==> src/include/timer_pin_consts.svh <==
// Constants of the timer channel pin controller
//
// Function
// [RULE_01] Clock select: none, bus, fixed, external
// [RULE_02] External clock synchronised, at most bus/4
// [RULE_03] Software avoids sharing clock pin with channel
// [RULE_04] External clock keeps software compare timing
// [RULE_05] Pin released when edge/level or clock zero
// [RULE_06] Center-align puts all channels in PWM
// [RULE_07] Mode field picks capture, compare, edge PWM
// [RULE_08] Capture pin is edge input, chosen polarity
// [RULE_09] Capture edges synchronised; four-cycle pulses
// [RULE_10] Compare drives pin on channel value match
// [RULE_11] Toggle keeps previous level until match
// [RULE_12] Edge PWM 1:0 high at zero, low match
// [RULE_13] Edge PWM low bit set inverts polarity
// [RULE_14] Center PWM 1:0 clear up, set down
// [RULE_15] Center PWM low bit set: set up, clear down
// [RULE_16] Compare 01 toggle, 10 clear, 11 set
// [RULE_17] Clock select codes 00,01,10,11
// [RULE_18] Center count up to modulo, down to zero
`ifndef TIMER_PIN_CONSTS_SVH
`define TIMER_PIN_CONSTS_SVH
`define CLK_NONE 2'h0
`define CLK_BUS 2'h1
`define CLK_FIXED 2'h2
`define CLK_EXT 2'h3
`define ELS_OFF 2'h0
`define ELS_TOGGLE 2'h1
`define ELS_CLEAR 2'h2
`define ELS_SET 2'h3
`define MODE_CAPTURE 2'h0
`define MODE_COMPARE 2'h1
`define ADDR_CTRL 4'h0
`define ADDR_MOD 4'h1
`define ADDR_CNT 4'h2
`define ADDR_STATUS 4'h3
`define ADDR_MASK 4'h4
`define ADDR_CH_BASE 4'h8
`define CTRL_RESET 8'h00
`define EXT_MAX_RATIO 4
`endif

==> src/include/timer_pin_pkg.sv <==
// Types of the timer channel pin controller
package timer_pin_pkg;
    // Function a channel performs
    typedef enum logic [2:0] {
        CH_RELEASED = 3'b000,
        CH_CAPTURE = 3'b001,
        CH_COMPARE = 3'b010,
        CH_EDGE_PWM = 3'b011,
        CH_CENTER_PWM = 3'b100
    } ch_func_t;
endpackage : timer_pin_pkg

==> src/hdl/edge_sync.sv <==
// Two-stage synchroniser with rising and falling edge pulses
`timescale 1ns/1ps
module edge_sync (
    input wire logic ref_clk,
    input wire logic rst_n,
    input wire logic async_in,
    output logic level,
    output logic rise,
    output logic fall
);
    logic meta_ff, sync_ff, prev_ff; // Stages; sync_ff and prev_ff are looked at
    logic [2:0] nxt_stages;
    // Next values of the chain
    always_comb begin
        nxt_stages = {async_in, meta_ff, sync_ff};
    end
    // Register the chain
    always_ff @(posedge ref_clk) begin
        if (!rst_n) begin
            {meta_ff, sync_ff, prev_ff} <= 3'h0;
        end else begin
            {meta_ff, sync_ff, prev_ff} <= nxt_stages;
        end
    end
    assign level = sync_ff;
    assign rise = sync_ff & ~prev_ff;
    assign fall = ~sync_ff & prev_ff;
endmodule : edge_sync

==> src/hdl/prescaler.sv <==
// Power-of-two prescaler producing a count enable pulse
`timescale 1ns/1ps
module prescaler (
    input wire logic ref_clk,
    input wire logic rst_n,
    input wire logic tick_in,
    input wire logic [2:0] shift,
    output logic tick_out
);
    logic [6:0] div_ff; // Divider count
    logic [6:0] nxt_div;
    logic [6:0] limit;
    // Next divider value; wraps at 2^shift-1
    always_comb begin
        limit = 7'((8'h01 << shift) - 8'h01);
        nxt_div = div_ff;
        if (tick_in) begin
            nxt_div = (div_ff >= limit) ? 7'h00 : 7'(div_ff + 7'h01);
        end
    end
    // Register the divider
    always_ff @(posedge ref_clk) begin
        if (!rst_n) begin
            div_ff <= 7'h00;
        end else begin
            div_ff <= nxt_div;
        end
    end
    assign tick_out = tick_in && (div_ff >= limit);
endmodule : prescaler

==> src/hdl/timer_channel_pin_control.sv <==
// Timer/PWM unit: clock select, counter, channel pin ownership and drive
`timescale 1ns/1ps
`include "timer_pin_consts.svh"
module timer_channel_pin_control import timer_pin_pkg::*; #(
    parameter int N_CH = 2,
    parameter int EXT_CH = 0
) (
    input wire logic ref_clk,
    input wire logic rst_n,
    input wire logic fixed_tick,
    input wire logic external_count_clock_input,
    input wire logic [3:0] addr,
    input wire logic [15:0] wdata,
    input wire logic wr_en,
    input wire logic rd_en,
    output logic [15:0] rdata,
    input wire logic [N_CH-1:0] channel_pin_in,
    output logic [N_CH-1:0] channel_pin_out,
    output logic [N_CH-1:0] channel_pin_oe_n,
    output logic [N_CH-1:0] channel_pin_owned,
    output logic irq
);
    // Elaboration check: the 4-bit register map holds channel pairs only up to 0xf,
    // so more than four channels would alias onto the control registers
    if (N_CH < 1 || N_CH > 4 || EXT_CH < 0 || EXT_CH >= N_CH) begin : g_bad_params
        $error("timer_channel_pin_control: bad channel parameters");
    end

    // Control register fields
    logic [7:0] ctrl_ff; // [7:6] spare, [5] center align, [4:3] clock, [2:0] prescale
    logic [15:0] mod_ff; // Counter modulo
    logic [15:0] cnt_ff; // Counter
    logic down_ff; // Center-aligned direction
    logic [N_CH:0] status_ff; // Channel flags, top bit overflow
    logic [N_CH:0] mask_ff; // Interrupt enables
    logic [3:0] ch_ctrl_ff [N_CH]; // [3:2] mode, [1:0] edge/level
    logic [15:0] ch_val_ff [N_CH]; // Channel value
    logic [N_CH-1:0] pin_ff, oe_n_ff, owned_ff;
    logic [15:0] rdata_ff;
    logic irq_ff;

    logic [7:0] nxt_ctrl;
    logic [15:0] nxt_mod, nxt_cnt, nxt_rdata;
    logic nxt_down, nxt_irq;
    logic [N_CH:0] nxt_status, nxt_mask;
    logic [3:0] nxt_ch_ctrl [N_CH];
    logic [15:0] nxt_ch_val [N_CH];
    logic [N_CH-1:0] nxt_pin, nxt_oe_n, nxt_owned;

    logic center, clk_tick, cnt_tick, ext_rise;
    logic [1:0] clk_sel;
    logic [N_CH-1:0] cap_level, cap_rise, cap_fall;
    logic overflow;

    assign center = ctrl_ff[5];
    assign clk_sel = ctrl_ff[4:3];

    // Function a channel performs given its controls
    function automatic ch_func_t ch_func(input logic [3:0] cc, input logic cen,
                                         input logic [1:0] cs);
        if (cc[1:0] == `ELS_OFF || cs == `CLK_NONE) begin
            return CH_RELEASED; // [RULE_05]
        end else if (cen) begin
            return CH_CENTER_PWM; // [RULE_06]
        end else if (cc[3]) begin
            return CH_EDGE_PWM; // [RULE_07]
        end else if (cc[3:2] == `MODE_CAPTURE) begin
            return CH_CAPTURE; // [RULE_07]
        end else begin
            return CH_COMPARE; // [RULE_07]
        end
    endfunction : ch_func

    // Channel pin synchronisers; capture edges are only seen after two stages
    for (genvar i = 0; i < N_CH; i++) begin : g_sync
        edge_sync u_sync (
            .ref_clk(ref_clk),
            .rst_n(rst_n),
            .async_in(channel_pin_in[i]),
            .level(cap_level[i]),
            .rise(cap_rise[i]),
            .fall(cap_fall[i])
        ); // [RULE_09]
    end

    // External clock shares the channel pin; its rising edge is one count
    assign ext_rise = cap_rise[EXT_CH]; // [RULE_02]

    // Source selection ahead of the prescaler
    always_comb begin
        unique case (clk_sel) // [RULE_17]
            `CLK_NONE: clk_tick = 1'b0; // [RULE_01]
            `CLK_BUS: clk_tick = 1'b1;
            `CLK_FIXED: clk_tick = fixed_tick;
            `CLK_EXT: clk_tick = ext_rise;
        endcase
    end

    prescaler u_presc (
        .ref_clk(ref_clk),
        .rst_n(rst_n),
        .tick_in(clk_tick),
        .shift(ctrl_ff[2:0]),
        .tick_out(cnt_tick)
    );

    // Counter: up to modulo then wrap, or up/down in center mode
    always_comb begin
        nxt_cnt = cnt_ff;
        nxt_down = down_ff;
        overflow = 1'b0;
        if (cnt_tick) begin
            if (center) begin
                if (!down_ff) begin
                    if (cnt_ff >= mod_ff) begin
                        nxt_down = 1'b1; // [RULE_18]
                        nxt_cnt = 16'(cnt_ff - 16'h0001);
                    end else begin
                        nxt_cnt = 16'(cnt_ff + 16'h0001);
                    end
                end else if (cnt_ff <= 16'h0001) begin
                    nxt_cnt = 16'h0000; // [RULE_18]
                    nxt_down = (cnt_ff == 16'h0000) ? 1'b0 : 1'b1;
                    overflow = (cnt_ff == 16'h0001);
                    if (cnt_ff == 16'h0000) begin
                        nxt_down = 1'b0;
                        nxt_cnt = 16'h0001;
                    end
                end else begin
                    nxt_cnt = 16'(cnt_ff - 16'h0001);
                end
            end else begin
                nxt_down = 1'b0;
                if (mod_ff != 16'h0000 && cnt_ff >= mod_ff) begin
                    nxt_cnt = 16'h0000;
                    overflow = 1'b1;
                end else begin
                    nxt_cnt = 16'(cnt_ff + 16'h0001);
                    overflow = (cnt_ff == 16'hffff);
                end
            end
        end
        if (wr_en && addr == `ADDR_CNT) begin
            nxt_cnt = 16'h0000;
            nxt_down = 1'b0;
        end
    end

    // Channel pin logic, flags and registers
    always_comb begin
        ch_func_t f;
        logic match;
        logic [1:0] els;
        f = CH_RELEASED;
        match = 1'b0;
        els = 2'h0;
        nxt_ctrl = ctrl_ff;
        nxt_mod = mod_ff;
        nxt_mask = mask_ff;
        nxt_status = status_ff;
        nxt_pin = pin_ff;
        nxt_oe_n = oe_n_ff;
        nxt_owned = owned_ff;
        for (int i = 0; i < N_CH; i++) begin
            nxt_ch_ctrl[i] = ch_ctrl_ff[i];
            nxt_ch_val[i] = ch_val_ff[i];
        end
        // Software writes; write-one clears status
        if (wr_en) begin
            if (addr == `ADDR_CTRL) nxt_ctrl = wdata[7:0];
            if (addr == `ADDR_MOD) nxt_mod = wdata;
            if (addr == `ADDR_MASK) nxt_mask = wdata[N_CH:0];
            if (addr == `ADDR_STATUS) nxt_status = status_ff & ~wdata[N_CH:0];
            for (int i = 0; i < N_CH; i++) begin
                if (addr == 4'(`ADDR_CH_BASE + 2 * i)) nxt_ch_ctrl[i] = wdata[3:0];
                if (addr == 4'(`ADDR_CH_BASE + 2 * i + 1)) nxt_ch_val[i] = wdata;
            end
        end
        // Hardware events win over a clear in the same cycle
        if (overflow) nxt_status[N_CH] = 1'b1;
        for (int i = 0; i < N_CH; i++) begin
            f = ch_func(ch_ctrl_ff[i], center, clk_sel);
            els = ch_ctrl_ff[i][1:0];
            match = cnt_tick && (cnt_ff == ch_val_ff[i]);
            nxt_owned[i] = (f != CH_RELEASED); // [RULE_05]
            nxt_oe_n[i] = !(f != CH_RELEASED && f != CH_CAPTURE); // [RULE_10]
            unique case (f)
                CH_RELEASED: begin
                    // Software timer: flag on match in compare mode with center align off, pin untouched [RULE_04]
                    if (match && ch_ctrl_ff[i][3:2] == `MODE_COMPARE && !center) begin
                        nxt_status[i] = 1'b1;
                    end
                end
                CH_CAPTURE: begin
                    // Edge input, data direction overridden [RULE_08]
                    nxt_pin[i] = cap_level[i];
                    if ((els[0] && cap_rise[i]) || (els[1] && cap_fall[i])) begin
                        nxt_ch_val[i] = cnt_ff; // [RULE_08]
                        nxt_status[i] = 1'b1;
                    end
                end
                CH_COMPARE: begin
                    // Toggle starts from the level already on the pin [RULE_11]
                    if (match) begin
                        nxt_status[i] = 1'b1;
                        unique case (els) // [RULE_16]
                            `ELS_TOGGLE: nxt_pin[i] = ~pin_ff[i]; // [RULE_10]
                            `ELS_CLEAR: nxt_pin[i] = 1'b0;
                            `ELS_SET: nxt_pin[i] = 1'b1;
                            default: nxt_pin[i] = pin_ff[i];
                        endcase
                    end
                end
                CH_EDGE_PWM: begin
                    if (cnt_tick && cnt_ff == 16'h0000) begin
                        nxt_pin[i] = ~els[0]; // [RULE_12] [RULE_13]
                    end
                    if (match) begin
                        nxt_pin[i] = els[0]; // [RULE_12] [RULE_13]
                        nxt_status[i] = 1'b1;
                    end
                end
                CH_CENTER_PWM: begin
                    if (match) begin
                        nxt_status[i] = 1'b1;
                        // Up: inactive level, down: active level [RULE_14] [RULE_15]
                        nxt_pin[i] = down_ff ? ~els[0] : els[0];
                    end
                end
                default: nxt_pin[i] = pin_ff[i];
            endcase
        end
        nxt_irq = |(nxt_status & nxt_mask);
        // Read data, valid the cycle after the strobe
        nxt_rdata = 16'h0000;
        if (rd_en) begin
            unique case (addr)
                `ADDR_CTRL: nxt_rdata = {8'h00, ctrl_ff};
                `ADDR_MOD: nxt_rdata = mod_ff;
                `ADDR_CNT: nxt_rdata = cnt_ff;
                `ADDR_STATUS: nxt_rdata = 16'(status_ff);
                `ADDR_MASK: nxt_rdata = 16'(mask_ff);
                default: begin
                    for (int i = 0; i < N_CH; i++) begin
                        if (addr == 4'(`ADDR_CH_BASE + 2 * i)) begin
                            nxt_rdata = {12'h000, ch_ctrl_ff[i]};
                        end
                        if (addr == 4'(`ADDR_CH_BASE + 2 * i + 1)) begin
                            nxt_rdata = ch_val_ff[i];
                        end
                    end
                end
            endcase
        end
    end

    // Register all state
    always_ff @(posedge ref_clk) begin
        if (!rst_n) begin
            ctrl_ff <= `CTRL_RESET;
            mod_ff <= 16'h0000;
            cnt_ff <= 16'h0000;
            down_ff <= 1'b0;
            status_ff <= '0;
            mask_ff <= '0;
            pin_ff <= '0;
            oe_n_ff <= '1;
            owned_ff <= '0;
            rdata_ff <= 16'h0000;
            irq_ff <= 1'b0;
            for (int i = 0; i < N_CH; i++) begin
                ch_ctrl_ff[i] <= 4'h0;
                ch_val_ff[i] <= 16'h0000;
            end
        end else begin
            ctrl_ff <= nxt_ctrl;
            mod_ff <= nxt_mod;
            cnt_ff <= nxt_cnt;
            down_ff <= nxt_down;
            status_ff <= nxt_status;
            mask_ff <= nxt_mask;
            pin_ff <= nxt_pin;
            oe_n_ff <= nxt_oe_n;
            owned_ff <= nxt_owned;
            rdata_ff <= nxt_rdata;
            irq_ff <= nxt_irq;
            for (int i = 0; i < N_CH; i++) begin
                ch_ctrl_ff[i] <= nxt_ch_ctrl[i];
                ch_val_ff[i] <= nxt_ch_val[i];
            end
        end
    end

    assign rdata = rdata_ff;
    assign channel_pin_out = pin_ff;
    assign channel_pin_oe_n = oe_n_ff;
    assign channel_pin_owned = owned_ff;
    assign irq = irq_ff;
endmodule : timer_channel_pin_control

==> config.mk <==
export PLATFORM = sky130hd
export DESIGN_NAME = timer_channel_pin_control
export DESIGN_NICKNAME = d
export VERILOG_FILES = /design/src/include/timer_pin_pkg.sv /design/src/hdl/edge_sync.sv /design/src/hdl/prescaler.sv /design/src/hdl/timer_channel_pin_control.sv
export VERILOG_INCLUDE_DIRS = /design/src /design/src/include
export SDC_FILE = /design/constraint.sdc
export NUM_CORES = 1
export LEC_CHECK = 0
export ABC_AREA = 1
export ABC_CLOCK_PERIOD_IN_PS = 2900
export BUFFER_PORTS_ARGS = -buffer_cell sky130_fd_sc_hd__buf_4
export CAP_MARGIN = 20
export CORE_UTILIZATION = 45
export CTS_BUF_LIST = sky130_fd_sc_hd__clkbuf_8 sky130_fd_sc_hd__clkbuf_16
export CTS_CLUSTER_SIZE = 25
export DETAILED_ROUTE_END_ITERATION = 7
export HOLD_SLACK_MARGIN = 0.1
export SLEW_MARGIN = 20
export SYNTH_ARGS = -nofsm -noshare
export SYNTH_HDL_FRONTEND = slang
export SYNTH_SLANG_ARGS = --single-unit
==> constraint.sdc <==
create_clock -name ref_clk -period 2.9 [get_ports ref_clk]
set_input_delay 0.145 -clock ref_clk [delete_from_list [all_inputs] [get_ports ref_clk]]
set_output_delay 0.145 -clock ref_clk [all_outputs]
set_load 0.01 [all_outputs]
**Yosys cells after proc, flatten, opt, wreduce, memory -nomap -nowiden**

Memory sizes are Yosys's and may differ from the RTL's.
Index checks and enable logic that the tools add are counted.
Widths: inputs -> output; s select.

- Equality and inequality tests: 41
- Muxes and demuxes: 74
- Add/sub/neg operators: 4
- Shift operators: 1
- Bitwise gates (word level): 20
- Magnitude comparators: 3
- Reduce and logical (&&, ||, !) cells: 46

Operators with widths:

| operator | number |
|---|---|
| $mux 16 | 16 |
| $pmux 16 s5 | 1 |
| $eq 16x16->1 | 2 |
| $mux 32 | 1 |
| $mux 1 | 30 |
| $mux 3 | 8 |
| $mux 4 | 5 |
| $add 16x1->16 const B | 1 |
| $eq 16x1->1 const B | 1 |
| $eq 16x16->1 const B | 1 |
| $eq 4x4->1 const B | 4 |
| $ge 16x16->1 | 1 |
| $le 16x1->1 const B | 1 |
| $logic_and 1x1->1 | 16 |
| $logic_not 16->1 | 1 |
| $reduce_bool 16->1 | 1 |
| $sub 16x1->16 const B | 1 |
| $eq 2x2->1 const B | 6 |
| $eq 3x2->1 const B | 4 |
| $pmux 1 s3 | 4 |
| $pmux 1 s4 | 3 |
| $eq 2x1->1 const B | 5 |
| $logic_not 2->1 | 5 |
| $reduce_and 5->1 | 2 |
| 30 further kinds | 69 |

- Bits in writable memories: 40
- Input bits: 28
- Memories kept: 2
- Logic and storage cells: 210
- Output and inout bits: 23
- Bits in registers: 83

Memories:

| memory | depth | bits a word | read ports | clocked after Yosys merged registers in | write ports | RTL line | text |
|---|---|---|---|---|---|---|---|
| ch_val_ff | 2 | 16 | 2 | 0 | 2 | timer_channel_pin_control.sv:37 | `logic [15:0] ch_val_ff [N_CH];` |
| ch_ctrl_ff | 2 | 4 | 2 | 0 | 2 | timer_channel_pin_control.sv:36 | `logic [3:0] ch_ctrl_ff [N_CH];` |

**Depth between registers and ports, before layout**

Gate-level depths: netlist (run 1).

- Depth in word-level cells: 11
- Depth in mapped cells: 19
- Depth with buffers taken out: 19

**Hierarchy**

A second synthesis (run 1) with hierarchy kept.

- Cells, all modules: 1193
- Area total of the unflattened synthesis: 7982.7 µm²

Modules (own cells, without submodules):

| module | instances | cells each | area each (µm²) | sequential area each (µm²) |
|---|---|---|---|---|
| timer_channel_pin_control | 1 | 1095 | 7213.2 | 2202.1 |
| prescaler | 1 | 72 | 569.3 | 140.1 |
| edge_sync | 2 | 13 | 100.1 | 60.1 |

**Worst setup path after synthesis (run 1)**

OpenSTA, ideal clock, no wires.

- Path kind: reg-to-reg
- From: register ctrl_ff[2]
- To: register irq_ff, in the netlist irq
- Slack: 0.332 ns
- Buffers on the path: 1
- Cell stages (with the launch flop): 19
- Data required time: 2.778 ns
- Arrival: 2.447 ns
- Library setup time: 0.122 ns
- Clock period less this slack: 2.568 ns
- Cells stage by stage: dfxtp_1 -> inv_1 -> nand2_1 -> ha_1 -> o21ai_0 -> a21oi_1 -> xor2_1 -> ha_1 -> nand2_1 -> inv_1 -> a21oi_1 -> nand3_1 -> nand2_4 -> inv_6 -> buf_6 -> nand3_1 -> nand2_1 -> o21ai_1 -> nand3_1

- Word-level cells in the longest chain between the ends: 11
- Elaborated cells on any way between the ends: 20
- Those cells by class: add/sub (1); order compare (1); shift (1); mux (8); bitwise (1); reduce/logical (8)

Ends and longest elaborated chain:

| item | RTL line | text |
|---|---|---|
| start: declaration | timer_channel_pin_control.sv:30 | `logic [7:0] ctrl_ff;` |
| start signal: assignment | timer_channel_pin_control.sv:260 | `` ctrl_ff <= `CTRL_RESET; `` |
| start signal: assignment | timer_channel_pin_control.sv:276 | `ctrl_ff <= nxt_ctrl;` |
| $shl 1x3->7 (*) | prescaler.sv:15 | `limit = 7'((8'h01 << shift) - 8'h01);` |
| $sub 7x1->7 (*) | prescaler.sv:15 |  |
| $ge 7x7->1 (*) | prescaler.sv:29 | `assign tick_out = tick_in && (div_ff >= limit);` |
| $logic_and 1x1->1 (*) | prescaler.sv:29 |  |
| $logic_and 1x1->1 | timer_channel_pin_control.sv:184 | `match = cnt_tick && (cnt_ff == ch_val_ff[i]);` |
| $logic_and 1x1->1 (no line) | -- |  |
| $logic_and 1x1->1 | timer_channel_pin_control.sv:190 | `` if (match && ch_ctrl_ff[i][3:2] == `MODE_COMPARE && !center) begin `` |
| $mux 1 | timer_channel_pin_control.sv:190 |  |
| $pmux 1 s3 | timer_channel_pin_control.sv:187 | `unique case (f)` |
| $and 3x3->3 (*) | timer_channel_pin_control.sv:233 | `nxt_irq = \|(nxt_status & nxt_mask);` |
| $reduce_or 3->1 (*) | timer_channel_pin_control.sv:233 |  |
| end signal: assignment | timer_channel_pin_control.sv:286 | `irq_ff <= nxt_irq;` |
| end: declaration | timer_channel_pin_control.sv:40 | `logic irq_ff;` |

Every way passes the cells marked *; elsewhere a longest branch is shown, timed or not.
A chain may end at the register's enable or synchronous reset.

**Worst setup path in the final report (run 1)**

- From: register ctrl_ff[0]
- To: register cnt_ff[8]

- Word-level cells in the longest chain between the ends: 4

Ends and longest elaborated chain:

| item | RTL line | text |
|---|---|---|
| $shl 1x3->7 | prescaler.sv:15 |  |
| $sub 7x1->7 | prescaler.sv:15 |  |
| $ge 7x7->1 | prescaler.sv:29 |  |
| $logic_and 1x1->1 | prescaler.sv:29 |  |
| end signal: assignment | timer_channel_pin_control.sv:278 | `cnt_ff <= nxt_cnt;` |
| end: declaration | timer_channel_pin_control.sv:32 | `logic [15:0] cnt_ff;` |

No other way between the ends.

==> results of run 1 <==
per-layer routing:
metal / GRT usage / up-vias / share of wire
met4: 0.0861 / 0 / 0.015
li1: - / 4135 / -
met3: 0.0614 / 28 / 0.082
met2: 0.443 / 292 / 0.43
met5: 0 / - / 0
met1: 0.416 / 3789 / 0.47
state kept, by name, indices dropped and copies added, names as in the netlist, 3 cells and up:
register,flops
ch_val_ff,32
cnt_ff,16
mod_ff,16
rdata,16
ch_ctrl_ff,8
ctrl_ff,8
u_presc.div_ff,7
mask_ff,3
status_ff,3
cells by family (layout without fill, tap and decap cells):
kind of cell / count (synthesis) / in the layout / share of synthesized area
xor gates and xnor gates: 29 / 29 / 0.0315
DFF: 123 / 123 / 0.306
and+or+nand+nor: 559 / 559 / 0.310
buffers and inverters: 211 / 290 / 0.117
AOI/OAI and AO/OA: 266 / 266 / 0.188
adders and majority gates: 31 / 31 / 0.0481
per-stage QoR:
| step | instances | setup slack, ps | utilization |
|---|---|---|---|
| 5_1_grt | 1523 | 45.2 | 0.541 |
| 3_3_place_gp | 1472 | 160 | 0.496 |
| 4_1_cts | 1522 | 56.9 | 0.540 |
| 3_5_place_dp | 1472 | 83.0 | 0.496 |
| 6_report | 1523 | 229 | 0.541 |
| 2_1_floorplan | 1219 | 332 | - |
Yosys cell counts, drive strengths merged (5+ instances only):
library cell,instances
xor2,24
a211oi,10
buf,29
nor4,5
o22ai,30
nor2,143
a31oi,9
nand4,19
o211ai,5
clkbuf,23
dfxtp,123
inv,153
ha,31
nand2,305
nand3,66
o21ai,110
nor3,16
a21oi,89
xnor2,5
clkinv,6
cell type report:
cell class,count,area [um^2],share of cell area
Clock buffer,18,439,0.0466
Sequential cell,123,2460,0.261
Multi-Input combinational cell,885,4660,0.494
Timing Repair Buffer,100,811,0.0860
Clock inverter,13,143,0.0151
Tap cell,225,282,0.0299
Inverter,159,628,0.0666
worst max-delay path: cells and delay by family, from the launching register on:
kind	cells	cell delay [ps]
AND/OR/NAND/NOR	6	720
AO/OA/AOI/OAI	5	520
adder cells (fa/ha/maj)	2	530
flip-flops	1	340
XOR/XNOR	1	150
buffers and inverters	3	280
power groups by stage:
stage | clock network, uW | logic (uW) | registers, uW
floorplan | 0 | 536 | 1780
global placement | 0 | 753 | 1780
detailed placement | 0 | 755 | 1780
CTS | 2180 | 780 | 1750
global route | 2250 | 880 | 1750
finish | 2160 | 791 | 1750
worst paths after layout:
path | depth (start not counted) | end | start
worst min register to register | 2 | g_sync[0].u_sync.level | g_sync[0].u_sync.meta_ff
worst max register to register | 17 | cnt_ff[8] | ctrl_ff[0]
worst max-delay path | 17 | cnt_ff[8] | ctrl_ff[0]
worst min-delay path | 3 | mod_ff[0] | wr_en
repair_timing:
| item | 4_1_cts | 5_1_grt |
|---|---|---|
| gates resized for setup | 0 | 8 |
| hold buffers | 19 | 0 |
| hold endpoints to repair | 47 | 0 |
| setup buffers | 0 | 1 |
| endpoints found under the setup margin | 0 | 29 |
cells in the final DEF, fill, tap and decap left out, drive strengths merged, types with 5 or more instances in the layout:
master	n
nand2	305
inv	156
nor2	143
dfxtp	123
o21ai	110
a21oi	89
buf	81
nand3	66
ha	31
o22ai	30
xor2	24
nand4	19
dlygate4sd3	19
clkbuf	18
nor3	16
a211oi	10
a31oi	9
clkinv	9
xnor2	5
o211ai	5
nor4	5
clkinvlp	5
==> flow_summary.ini, run 1 <==
[outcome]
status = completed

[global_routing]
grt_pass1_vias = 7518
track_usage = 0.293
antenna_found_initial = 0
grt_max_degree = 59
grt_overflow = 0
grt_pass1_wl_mm = 40.9

[routing]
routedWlPerCell_um = 16.9
final_antenna_net_count = 0
drc = 0
vias = 8244
via_per_inst = 5.41
wl_mm = 25.7
drt-pass1-iter-count = 6
drtIter0Drc = 830

[pwr]
power_frac_clock = 0.460
total_power_uw = 4700
netSwitchingFraction = 0.303
power.density_nw_per_um2 = 498
p_int_uw = 3280
p_switching_uw = 1420
pwr-share-comb = 0.168
irDropWorstVdd_mv = 0.480
p_leak_uw = 0.00408
pwr-share-seq = 0.372

[place]
postPlaceCellArea_um2 = 8640
hpwl_mm = 18.3
gp_congestion = 0.903
port_buffers = 49

[clocking]
clk_pin_slew_worst_paths_ps = 60
numCtsBuffers = 17
htreeDepth = 4
cts.path.max_buffers = 2
insertion_delay_ps = 430
root_buffer = clkbuf_16
cts.sinks = 123
cts_tree = done

[timing]
slew-limit-headroom = 0.402
max_freq_mhz = 374
clock_skew_ps = 16.4
drv_slew = 0
fin_setup_tns_ps = 0
hold-worst-slack_ps = 174
tightestPinTransition_ps = 895
rsz0062_at_grt = false
fin_crit_sh = 0.921
finalSetupViolations = 0
fin_crit_ps = 2670
hold_viol = 0

[worst_setup_path]
cp_slowest_stage_delay_ps = 340
critPathArrivalTime_ps = 2970
cpMaxStageDelayCell = dfxtp_2
path_class = flop to flop
worstPathRequired_ps = 3200
startpoint_type = flop
cp_cell_sequence = nor2_1, nand2_1, ha_1, o21ai_2, a21oi_1, xor2_1, ha_1, nand2_1, inv_1, a21oi_1, nand3_2, nand2_4, buf_4, o21bai_1, inv_1, nand2_1, a21oi_1
crit_fanout = 6
r2r_slack_ps = 230
crit_path_end_kind = flop

[run]
maxCapViolations = 0

[logic_synthesis]
synth.area.top_cells = dfxtp_1, nand2_1, inv_1
synth_cells = 1219
syn-cell-area_um2 = 8060
synth.avg_cell_area_um2 = 6.61
ys_seq_area_frac = 0.306
synth_top_area_cell = dfxtp_1
synth_top_area_share = 0.306
syn_nets = 1278
ys_seq_elements = 123
synth-edff-count = 0
synthArstFlopShare = 0
ys_types = 53
synth_ff_type = dfxtp_1
yosysWarnings = 0

[cells_and_area]
fin_nets = 1345
final_layout_size_suffix_gt1_frac = 0.151
area_growth_pct = 17.0
fillers = 1773
fin_area_um2 = 9430
antenna_cells = 0

[die]
coreArea_um2 = 17400
io-pin-count = 51
fp.dieW_um = 136
die-height_um = 136
rows = 48
start_util = 0.463
die_area_um2 = 18400

[worst_hold_path]
hp-class = input pin to flop
(Power assumes the default switching activity.)
==> run 2: changes to the inputs <==
--- a/config.mk
+++ b/config.mk
@@ -10,11 +10,13 @@
 export ABC_CLOCK_PERIOD_IN_PS = 2900
 export BUFFER_PORTS_ARGS = -buffer_cell sky130_fd_sc_hd__buf_4
 export CAP_MARGIN = 20
+export CORE_ASPECT_RATIO = 1.5
 export CORE_UTILIZATION = 45
 export CTS_BUF_LIST = sky130_fd_sc_hd__clkbuf_8 sky130_fd_sc_hd__clkbuf_16
 export CTS_CLUSTER_SIZE = 25
 export DETAILED_ROUTE_END_ITERATION = 7
 export HOLD_SLACK_MARGIN = 0.1
+export RECOVER_POWER = 25
 export SLEW_MARGIN = 20
 export SYNTH_ARGS = -nofsm -noshare
 export SYNTH_HDL_FRONTEND = slang
==> run 2 against run 1 <==
Net effect:
- the flow now finishes with violations (design-rule violations)
- hold slack got worse by 19 ps
- critical path depth did not move
- clock skew fell by 5.1 ps
- first-iteration DRC count fell by 30%
- sequential share of layout area barely moved
- wire length rose by 3.7%
- utilization barely moved
- register-to-register slack barely moved
- combinational power rose by 4.4%
- worst setup slack barely moved
- count of clock-buffer cells in the layout did not move
==> flow_summary.ini, run 2 (synthesized netlist as in run 1, its figures left out) <==
[outcome]
status = finished, violations left
violations = design-rule violations

[cells_and_area]
largest-register = ch_val_ff
area_growth_pct = 17.1
mostFrequentLayoutCell = nand2_1
fin_area_um2 = 9430
largest_reg_flops = 32
final_layout_size_suffix_gt1_frac = 0.135
final_core_util = 0.541
fin_nets = 1354
fillers = 1796
final_cell_mix = nand2_1, inv_1, nor2_1, dfxtp_1, o21ai_0
antenna_cells = 0
fin_cells = 1521

[worst_setup_path]
worstRegToRegCells = 17
crit_fanout = 10
startpoint_type = flop
path_class = flop to flop
crit_path_end_kind = flop
critPathArrivalTime_ps = 2990
worstPathRequired_ps = 3220

[timing]
fin_crit_sh = 0.921
tightestPinTransition_ps = 1160
slew-limit-headroom = 0.226
fin_setup_tns_ps = 0
max_freq_mhz = 374
hold_viol = 0
rsz0062_at_grt = false
drv_slew = 0
finalSetupViolations = 0
fin_crit_ps = 2670
clock_skew_ps = 11.2

[die]
io-pin-count = 51
die-height_um = 166
rows = 59
start_util = 0.462
coreArea_um2 = 17400
die_area_um2 = 18500
fp.dieW_um = 111

[routing]
via_per_inst = 5.47
routedWlPerCell_um = 17.5
drtIter0Drc = 577
wl_mm = 26.7
drt-pass1-iter-count = 8
final_antenna_net_count = 0
vias = 8324
drc = 8

[place]
postPlaceCellArea_um2 = 8680
port_buffers = 49
hpwl_mm = 19.9
gp_congestion = 0.959
place_inst = 1467

[global_routing]
grt_max_degree = 39
grt_overflow = 0
antenna_found_initial = 0
grt_pass1_vias = 7864
track_usage = 0.293
grt_pass1_wl_mm = 41.5

[worst_hold_path]
hold_depth = 3
hp-class = input pin to flop

[pwr]
p_leak_uw = 0.00405
power.density_nw_per_um2 = 506
irDropWorstVdd_mv = 0.340
total_power_uw = 4770

[clocking]
cts_tree = done
cts.sinks = 123
root_buffer = clkbuf_16
numCtsBuffers = 17
cts.path.max_buffers = 2
htreeDepth = 4
clk_pin_slew_worst_paths_ps = 70
insertion_delay_ps = 430

[run]
maxCapViolations = 0
==> run 2: final cells by class <==
class / instances / area, um^2 / share of cell area
sequential: 123 / 2460 / 0.261
timing repair buffer: 109 / 813 / 0.0862
clock inverter: 14 / 160 / 0.0170
inverter: 159 / 628 / 0.0666
tap: 213 / 267 / 0.0283
clock buffer: 18 / 439 / 0.0466
multi-input combinational: 885 / 4660 / 0.494
==> run 2: repair_timing <==
item | CTS | global route
hold buffers | 21 | 0
endpoints found under the setup margin | 0 | 15
endpoints found under the hold margin | 49 | 0
buffers inserted | 0 | 1
gates resized for setup | 0 | 8
==> run 2: worst paths after layout <==
check / start / to / slack [ps]
setup reg to reg: ctrl_ff[0] / irq / 230
hold reg to reg: g_sync[0].u_sync.meta_ff / g_sync[0].u_sync.level / 420
setup / recovery: ctrl_ff[0] / irq / 230
hold / removal: wr_en / ctrl_ff[4] / 160
==> run 2: worst max-delay path, cell delays in order (launching register included) <==
cell and delay, ps:
dfxtp_1 320, nor2_1 140, nand2_1 100, ha_1 210, o21ai_0 140, a21oi_1 90
xor2_1 160, ha_1 310, nand2_1 90, inv_1 50, a21oi_1 170, nand3_2 130
nand2_4 140, inv_6 80, nand3_1 80, nand2_1 80, o21ai_2 170, nand3_1 90
==> run 2: layer usage <==
layer,up-vias,global-route usage,share of wire
li1,4150,-,-
met1,3774,0.316,0.38
met2,307,0.533,0.51
met3,93,0.0369,0.049
met4,0,0.193,0.063
met5,-,0,0
==> run 2: per-stage QoR <==
| stage | worst slack (ps) | hold slack [ps] |
|---|---|---|
| 6_report | 228 | 156 |
| 3_3_place_gp | 177 | 333 |
| 5_1_grt | 5.34 | 149 |
| 3_5_place_dp | 144 | 335 |
| 2_1_floorplan | 332 | 243 |
| 4_1_cts | 120 | 142 |
==> run 2: where the power goes <==
group | switching (uW) | leakage [uW] | total [uW] | internal [uW]
Combinational | 539 | 0.00277 | 826 | 288
Sequential | 24.6 | 0.000994 | 1740 | 1720
Clock | 895 | 0.000291 | 2200 | 1310
